--- src/rtl/tcp_params.svh ---
// constants of the three-phase center-based pwm block
`ifndef TCP_PARAMS_SVH
`define TCP_PARAMS_SVH

`define TCP_DATA_W        12
`define TCP_ADDR_W        4
`define TCP_TIME_W        7
`define TCP_NCH           3

`define TCP_ADDR_PERIOD   4'h0
`define TCP_ADDR_DUTY_A   4'h1
`define TCP_ADDR_DUTY_B   4'h2
`define TCP_ADDR_DUTY_C   4'h3
`define TCP_ADDR_DEADTIME 4'h4
`define TCP_ADDR_MINPULSE 4'h5
`define TCP_ADDR_STATUS   4'h6

`define TCP_CALC_LEAD     12'h004
`define TCP_OUTS_IDLE     6'h3f
`define TCP_SINCE_MAX     7'h7f

`endif

--- src/rtl/tcp_pkg.sv ---
// state types of the pwm block
package tcp_pkg;
`include "tcp_params.svh"

    typedef struct packed {
        logic [`TCP_DATA_W-1:0] start;
        logic [`TCP_DATA_W-1:0] stop_at;
        logic                   del;
        logic [`TCP_DATA_W-1:0] s_start;
        logic [`TCP_DATA_W-1:0] s_stop;
        logic                   s_del;
        logic                   raw;
        logic [`TCP_TIME_W-1:0] since;
    } tcp_chan_t;

    typedef struct packed {
        logic [1:0]                       cs_n_s;
        logic [1:0]                       wr_n_s;
        logic [1:0]                       rd_n_s;
        logic [1:0]                       stop_s;
        logic [`TCP_ADDR_W-1:0]           a_s1;
        logic [`TCP_ADDR_W-1:0]           a_s2;
        logic [`TCP_DATA_W-1:0]           d_s1;
        logic [`TCP_DATA_W-1:0]           d_s2;
        logic                             wr_prev;
        logic [`TCP_ADDR_W-1:0]           wa;
        logic [`TCP_DATA_W-1:0]           wd;
        logic [`TCP_DATA_W-1:0]           cnt;
        logic [`TCP_DATA_W-1:0]           period;
        logic [`TCP_DATA_W-1:0]           period_act;
        logic [`TCP_NCH-1:0][`TCP_DATA_W-1:0] duty;
        logic [`TCP_NCH-1:0][`TCP_DATA_W-1:0] shadow;
        logic [`TCP_TIME_W-1:0]           deadtime;
        logic [`TCP_TIME_W-1:0]           thr;
        logic [`TCP_NCH-1:0]              wflags;
        logic                             pending;
        logic                             armed;
        logic                             loaded;
        logic                             sync;
        logic [5:0]                       outs_n;
        logic [`TCP_DATA_W-1:0]           rdata;
        logic                             oe;
    } tcp_state_t;
endpackage

--- src/rtl/tcp_channel.sv ---
// one pwm phase: centered edge computation, pulse deletion and deadtime
`include "tcp_params.svh"
module tcp_channel (
    input  wire logic                   ref_clk,  // system clock
    input  wire logic                   rst_n,    // synchronous reset, low active
    input  wire logic [`TCP_DATA_W-1:0] cnt,      // period counter
    input  wire logic [`TCP_DATA_W-1:0] period,   // period for next cycle
    input  wire logic [`TCP_DATA_W-1:0] duty,     // latched on-time
    input  wire logic [`TCP_TIME_W-1:0] thr,      // minimum pulse width
    input  wire logic [`TCP_TIME_W-1:0] deadtime, // deadtime, lsb ignored
    input  wire logic                   calc,     // compute next edges
    input  wire logic                   apply,    // take computed edges
    input  wire logic                   run,      // a full set is loaded
    output logic                        main_act, // main switch on
    output logic                        comp_act  // complement switch on
);
    tcp_pkg::tcp_chan_t r;
    tcp_pkg::tcp_chan_t n;
    logic [`TCP_TIME_W-1:0] dt;
    logic [`TCP_DATA_W-1:0] gap;

    assign dt       = {deadtime[`TCP_TIME_W-1:1], 1'b0}; // RQ10
    assign main_act = r.raw && (r.since >= dt);         // RQ9
    assign comp_act = !r.raw && (r.since >= dt);        // RQ9

    always_comb begin
        n   = r;
        gap = period - duty;
        if (calc) begin
            n.s_del = ({5'h00, thr} > duty); // RQ11 RQ12
            if (duty >= period) begin
                n.s_start = '0;
                n.s_stop  = period;
            end else begin
                n.s_start = {1'b0, gap[`TCP_DATA_W-1:1]}; // RQ15
                n.s_stop  = {1'b0, gap[`TCP_DATA_W-1:1]} + duty; // RQ3 RQ15
            end
        end
        if (apply) begin
            n.start   = r.s_start;
            n.stop_at = r.s_stop;
            n.del     = r.s_del;
        end
        // edges land on whole clocks of the counter
        n.raw = run && !r.del && (cnt >= r.start) && (cnt < r.stop_at); // RQ1 RQ8 RQ11
        if (n.raw != r.raw) begin
            n.since = '0;
        end else if (r.since != `TCP_SINCE_MAX) begin
            n.since = r.since + 7'h01;
        end
    end

    always_ff @(posedge ref_clk) begin
        if (!rst_n) begin
            r <= '0;
        end else begin
            r <= n;
        end
    end
endmodule

--- src/rtl/tcp_pwm.sv ---
// three-phase center-based pwm timer with register port
// Operation
// [RQ1] three centered phases from three on-times, complemented with deadtime, 12-bit
// [RQ2] host loads period with clocks per switching period
// [RQ3] duty registers hold on-time in clocks; density is duty over period
// [RQ4] all six outputs are active low
// [RQ5] one-clock sync pulse at start of every period
// [RQ6] host writes duties at least four clocks before period start
// [RQ7] new duties take effect only after all three were rewritten
// [RQ8] output edges placed with one-clock granularity
// [RQ9] deadtime delay between complementary edges of each pair
// [RQ10] deadtime 7 bits, lsb forced zero, even counts 0 to 126
// [RQ11] pulse shorter than threshold: main fully off, complement fully on
// [RQ12] deletion threshold counts single clocks, 0 to 127
// [RQ13] shutdown high forces all six outputs high
// [RQ14] shutdown low resumes normal drive
// [RQ15] on-time centered about the middle of the period
// [RQ16] outputs inactive high until period and full duty set loaded
`include "tcp_params.svh"
module tcp_pwm (
    input  wire logic                   ref_clk,            // 25 MHz system clock
    input  wire logic                   rst_n,              // synchronous reset, low active
    input  wire logic [`TCP_ADDR_W-1:0] bus_addr,           // register address
    input  wire logic                   bus_cs_n,           // chip select, low active
    input  wire logic                   bus_wr_n,           // write strobe, low active
    input  wire logic                   bus_rd_n,           // read strobe, low active
    input  wire logic [`TCP_DATA_W-1:0] bus_data_in,        // data pins, input side
    output logic      [`TCP_DATA_W-1:0] bus_data_out,       // data pins, output side
    output logic                        bus_data_oe,        // data pins driven when high
    input  wire logic                   shutdown_in,        // external shutdown, high stops
    output logic                        period_start_pulse, // one clock per period
    output logic                        phase_a_out_n,      // phase a main, low on
    output logic                        phase_a_compl_out_n, // phase a complement, low on
    output logic                        phase_b_out_n,      // phase b main, low on
    output logic                        phase_b_compl_out_n, // phase b complement, low on
    output logic                        phase_c_out_n,      // phase c main, low on
    output logic                        phase_c_compl_out_n  // phase c complement, low on
);
    tcp_pkg::tcp_state_t r;
    tcp_pkg::tcp_state_t n;
    logic [`TCP_NCH-1:0] main_act;
    logic [`TCP_NCH-1:0] comp_act;
    logic                wr_act;
    logic                rd_act;
    logic                wr_done;
    logic                wrap;
    logic                calc;
    logic                apply;
    logic [5:0]          norm_n;
    logic [`TCP_NCH-1:0] wsel;

    // ============================================================
    // host port decode (strobes synchronised before use)
    // ============================================================
    assign wr_act  = !r.cs_n_s[1] && !r.wr_n_s[1];
    assign rd_act  = !r.cs_n_s[1] && !r.rd_n_s[1];
    assign wr_done = r.wr_prev && !wr_act;

    // ============================================================
    // period timing
    // ============================================================
    assign wrap  = (r.period_act == '0) || (r.cnt == r.period_act - 12'h001);
    assign calc  = r.pending && ((r.period_act < `TCP_CALC_LEAD) ? wrap :
                   (r.cnt == r.period_act - `TCP_CALC_LEAD)); // RQ6
    assign apply = wrap && r.armed;

    genvar gi;
    generate
        for (gi = 0; gi < `TCP_NCH; gi++) begin : g_ch
            assign wsel[gi] = wr_done && (r.wa == `TCP_ADDR_DUTY_A + 4'(gi));
            tcp_channel u_ch (
                .ref_clk  (ref_clk),
                .rst_n    (rst_n),
                .cnt      (r.cnt),
                .period   (r.period),
                .duty     (r.shadow[gi]),
                .thr      (r.thr),
                .deadtime (r.deadtime),
                .calc     (calc),
                .apply    (apply),
                .run      (r.loaded),
                .main_act (main_act[gi]),
                .comp_act (comp_act[gi])
            );
            assign norm_n[2*gi]   = !main_act[gi]; // RQ4
            assign norm_n[2*gi+1] = !comp_act[gi]; // RQ4
        end
    endgenerate

    always_comb begin
        n = r;
        // two-stage synchronisers
        n.cs_n_s = {r.cs_n_s[0], bus_cs_n};
        n.wr_n_s = {r.wr_n_s[0], bus_wr_n};
        n.rd_n_s = {r.rd_n_s[0], bus_rd_n};
        n.stop_s = {r.stop_s[0], shutdown_in};
        n.a_s1   = bus_addr;
        n.a_s2   = r.a_s1;
        n.d_s1   = bus_data_in;
        n.d_s2   = r.d_s1;
        n.wr_prev = wr_act;
        if (wr_act) begin
            n.wa = r.a_s2;
            n.wd = r.d_s2;
        end

        // ========================================================
        // register writes
        // ========================================================
        if (wr_done) begin
            case (r.wa)
                `TCP_ADDR_PERIOD:   n.period   = r.wd; // RQ2
                `TCP_ADDR_DEADTIME: n.deadtime = {r.wd[`TCP_TIME_W-1:1], 1'b0}; // RQ10
                `TCP_ADDR_MINPULSE: n.thr      = r.wd[`TCP_TIME_W-1:0]; // RQ12
                default: ;
            endcase
        end
        for (int i = 0; i < `TCP_NCH; i++) begin
            if (wsel[i]) begin
                n.duty[i] = r.wd; // RQ3
            end
        end

        // pending is cleared by calc, a completing write wins over the clear
        if (calc) begin
            n.pending = 1'b0;
            n.armed   = 1'b1;
        end
        n.wflags = r.wflags | wsel;
        if (&n.wflags) begin
            n.shadow  = n.duty; // RQ7
            n.pending = 1'b1;   // RQ7
            n.wflags  = '0;
        end

        // ========================================================
        // counter, sync and loading
        // ========================================================
        n.sync = 1'b0;
        if (wrap) begin
            n.cnt        = '0;
            n.period_act = r.period;
            n.sync       = (r.period != '0); // RQ5
        end else begin
            n.cnt = r.cnt + 12'h001;
        end
        if (apply) begin
            n.armed = calc;
            if (r.period != '0) begin
                n.loaded = 1'b1; // RQ16
            end
        end

        // ========================================================
        // output stage
        // ========================================================
        if (r.stop_s[1] || !r.loaded) begin
            n.outs_n = `TCP_OUTS_IDLE; // RQ13 RQ16
        end else begin
            n.outs_n = norm_n; // RQ14
        end

        // ========================================================
        // register reads
        // ========================================================
        n.oe = rd_act;
        case (r.a_s2)
            `TCP_ADDR_PERIOD:   n.rdata = r.period;
            `TCP_ADDR_DUTY_A:   n.rdata = r.duty[0];
            `TCP_ADDR_DUTY_B:   n.rdata = r.duty[1];
            `TCP_ADDR_DUTY_C:   n.rdata = r.duty[2];
            `TCP_ADDR_DEADTIME: n.rdata = {5'h00, r.deadtime};
            `TCP_ADDR_MINPULSE: n.rdata = {5'h00, r.thr};
            `TCP_ADDR_STATUS:   n.rdata = {6'h00, r.wflags, r.armed, r.pending, r.loaded};
            default:            n.rdata = '0;
        endcase
    end

    always_ff @(posedge ref_clk) begin
        if (!rst_n) begin
            r        <= '0;
            r.cs_n_s <= 2'h3;
            r.wr_n_s <= 2'h3;
            r.rd_n_s <= 2'h3;
            r.outs_n <= `TCP_OUTS_IDLE;
        end else begin
            r <= n;
        end
    end

    assign bus_data_out        = r.rdata;
    assign bus_data_oe         = r.oe;
    assign period_start_pulse  = r.sync;
    assign phase_a_out_n       = r.outs_n[0];
    assign phase_a_compl_out_n = r.outs_n[1];
    assign phase_b_out_n       = r.outs_n[2];
    assign phase_b_compl_out_n = r.outs_n[3];
    assign phase_c_out_n       = r.outs_n[4];
    assign phase_c_compl_out_n = r.outs_n[5];
endmodule

--- config.mk ---
export PLATFORM = sky130hd
export DESIGN_NAME = tcp_pwm
export DESIGN_NICKNAME = d
export VERILOG_FILES = /design/src/rtl/tcp_pkg.sv /design/src/rtl/tcp_channel.sv /design/src/rtl/tcp_pwm.sv
export VERILOG_INCLUDE_DIRS = /design/src /design/src/rtl
export SDC_FILE = /design/constraint.sdc
export NUM_CORES = 1
export LEC_CHECK = 0
export ABC_AREA = 1
export ABC_CLOCK_PERIOD_IN_PS = 8700
export BUFFER_PORTS_ARGS = -buffer_cell sky130_fd_sc_hd__buf_2
export CORE_ASPECT_RATIO = 0.7
export CORE_MARGIN = 4
export CORE_UTILIZATION = 50
export CTS_CLUSTER_SIZE = 10
export DETAILED_ROUTE_END_ITERATION = 10
export PLACE_DENSITY = 0.78
export SYNTH_ARGS = -nofsm -noshare
export SYNTH_HDL_FRONTEND = slang
export SYNTH_SLANG_ARGS = --single-unit
--- constraint.sdc ---
create_clock -name ref_clk -period 8.7 [get_ports ref_clk]
set_input_delay 1.74 -clock ref_clk [delete_from_list [all_inputs] [get_ports ref_clk]]
set_output_delay 1.74 -clock ref_clk [all_outputs]
set_load 0.01 [all_outputs]
==> qor.txt <==
Status: finished with violations
Failing checks: max-capacitance violations
Mean post-synth cell area: 7.320 sq um
Synth top area share: 36.44%
Min cycle time layout: 3.988 ns
Core ar.: 40070 sq um
Cts bufs inserted: 43
Final Cycle Share: 45.83%
Final cell count without fillers: 3310
Setup TNS: 0 ns
Number of global-route vias before repair: 17340
Final Hold Viols: 0
Clock root cell: clkbuf_16
Die width: 249.6 um
Yosys reg bits: 372
Cell taking the most area after synthesis: dfxtp_1
Tot GR Track Use: 26.08%
Syn-to-layout area delta: 7.279%
Peak supply drop: 0.1469 mV
DRC Markers: 0
Post-CTS setup buffers: 0
Mapped Cells: 2792
Crit start category: input port
Register area share after synthesis: 36.44%
# setup viols final: 0
Multi-input gate area: 10760 sq um
Initial Util: 51.00%
Final Max Tran Viols: 0
Slew HR: 1.358%
Pwr/cell area: 160.3 nW/um^2
Final WL: 59160 um
Leak Pwr: 10.35 nW
Clk slew on worst S/H paths: 0.05 ns
Hpwl dp: 43290 um
Worst Skew: 0.02145 ns
Syn Std Cell Area: 20440 sq um
N_diodes: 0
Max-Cap Viols: 1
First-pass GRT wire length: 93140 um
# hold bufs at CTS: 0
RSZ-0062 raised after global routing: false
H-tree levels: 2
Final GP Congestion: 0.9202
Share of cells above drive strength 1: 4.685%
Leading cell types in the layout, fill and taps excluded: nand2_1 (485), inv_1 (407), dfxtp_1 (371)
CP Data Arrival Time: 4.44 ns
# placed instances: 3260
Most common cell after layout, fill and taps aside: nand2_1
Sink Count: 372
Synth unique cells: 50
Final net count: 2982
Critical Path End Type: flop
Worst-skew pair later-pin latency: 0.57 ns
Input/output buffers: 41
Via count: 18730
Setup Crit Path Kind: in2reg
Overflow after GRT: 0
Full die area: 44220 sq um
Fillers: 3732
YS warnings: 0
Row count: 61
Resized cells post-CTS: 0
Wire per inst: 17.87 um
Post-DRT Antenna Nets: 0
Top post-synthesis cells by area: dfxtp_1 (36%), ha_1 (11%), nand2_1 (8.9%), inv_1 (7.5%), a21oi_1 (6.1%)
DR iter-0 viols: 1875
Crit Path Max Fanout: 77
First drt pass iteration count: 6
Worst slew pin tran: 1.442 ns
CTS max path bufs: 3
Hold/Removal Path Class: reg2reg
Largest net degree at the start of global routing: 100
WP data required: 9.15 ns
CTS tree: built
Post-synthesis net count: 3004
Drt via density: 5.660
F_max: 250.8 MHz
Ports: 42
Register area: 7448 sq um
Hold WS: 0.4011 ns
Die H: 177.2 um
Antenna violations before repair: 0
[sequential cells by signal, summed over array words and instances (netlist names)]
register             count
g_ch.u_ch.r            168
phase_a_out_n            1
r                      164
phase_b_compl_out_n      1
phase_c_compl_out_n      1
bus_data_out            12
phase_c_out_n            1
phase_b_out_n            1
bus_data_oe              1
period_start_pulse       1
n                       20
phase_a_compl_out_n      1
[metal layers]
layer	global-route usage, %	vias to the layer above	part of all wire, %
met2	38.38	830	41
met3	5.523	153	9.6
met4	9.501	0	3.7
li1	-	9111	-
met5	0	-	0
met1	37.71	8640	46
[power breakdown]
| group | total, W | internal (W) | leakage [nW] | switching, W |
|---|---|---|---|---|
| combinational | 0.000159 | 0.0000448 | 6.76 | 0.000115 |
| sequential | 0.00173 | 0.00172 | 3.01 | 0.0000118 |
| clock | 0.00162 | 0.000926 | 0.585 | 0.000699 |
| total | 0.00351 | 0.00269 | 10.3 | 0.000825 |
[cell usage after synthesis, drive strengths merged]
library cell and n:
nand2 489, inv 413, dfxtp 372, nor2 300, a21oi 252, ha 184
o21ai 183, nand4 102, nand3 90, o22ai 64, clkbuf 60, buf 58
xor2 46, a211oi 32, xnor2 28, nor3 26, a21boi 8, mux2i 8
or2 8, a221oi 7, nand3b 7, fa 6, o21a 6, o21bai 6
clkinv 5, a21o 4, a31oi 4, nor3b 4, nor4 4, a2111oi 3
o211ai 3, o221ai 3, nor2b 2, a22oi 1, a32o 1, and2 1
o2111ai 1, or3 1
[worst max-delay path, stage by stage]
cell,delay (ns)
buf_4,0.52
clkinv_2,0.90
buf_4,0.64
nor3_1,0.36
nand2_1,0.09
inv_1,0.07
nand2_1,0.06
[logic make-up (layout without fill, tap and decap cells)]
group                      count (synthesis)  after routing  share of synthesized area [%]
and+or+nand+nor                         1034           1034                          21.60
AOI/OAI and AO/OA                        578            578                          15.61
buffers and inverters                    536            519                          10.94
DFF                                      372            372                          36.44
adders and majority gates                190            190                          11.85
xor gates and xnor gates                  74             74                          3.171
muxes                                      8              8                         0.3918
[per-stage QoR]
stage | util (%) | total power, W | area, sq um | setup WS [ns]
after floorplan | - | 0.001883 | 20440 | 5.726
after global placement | 51.73 | 0.001919 | 20730 | 4.198
after detailed placement | 51.73 | 0.001923 | 20730 | 4.172
after CTS | 54.72 | 0.003534 | 21920 | 4.721
after global routing | 54.72 | 0.003633 | 21920 | 4.372
final | 54.72 | 0.003515 | 21920 | 4.712
[final timing paths]
| check | start | end | slack (ns) | depth (start not counted) |
|---|---|---|---|---|
| min reg2reg | r[200]$_SDFF_PN1_ | bus_data_oe$_SDFF_PN0_ | 0.40 | 1 |
| min | r[200]$_SDFF_PN1_ | bus_data_oe$_SDFF_PN0_ | 0.40 | 1 |
| max reg2reg | r[124]$_SDFFE_PN0P_ | g_ch[1].u_ch.r[15]$_SDFFE_PN0P_ | 4.81 | 19 |
| max | rst_n | phase_a_compl_out_n$_SDFF_PP1_ | 4.71 | 7 |
[area by class of cell]
class                   count  area share (%)
multi-input cells        1884           49.06
flip-flops and latches    372           33.97
inverters                 418           7.162
clock buffers              46           5.005
well taps                 535           3.053
repair buffers             51           1.290
clock inverters             4          0.4565
No activity file was read; power rests on OpenSTA's default activity.
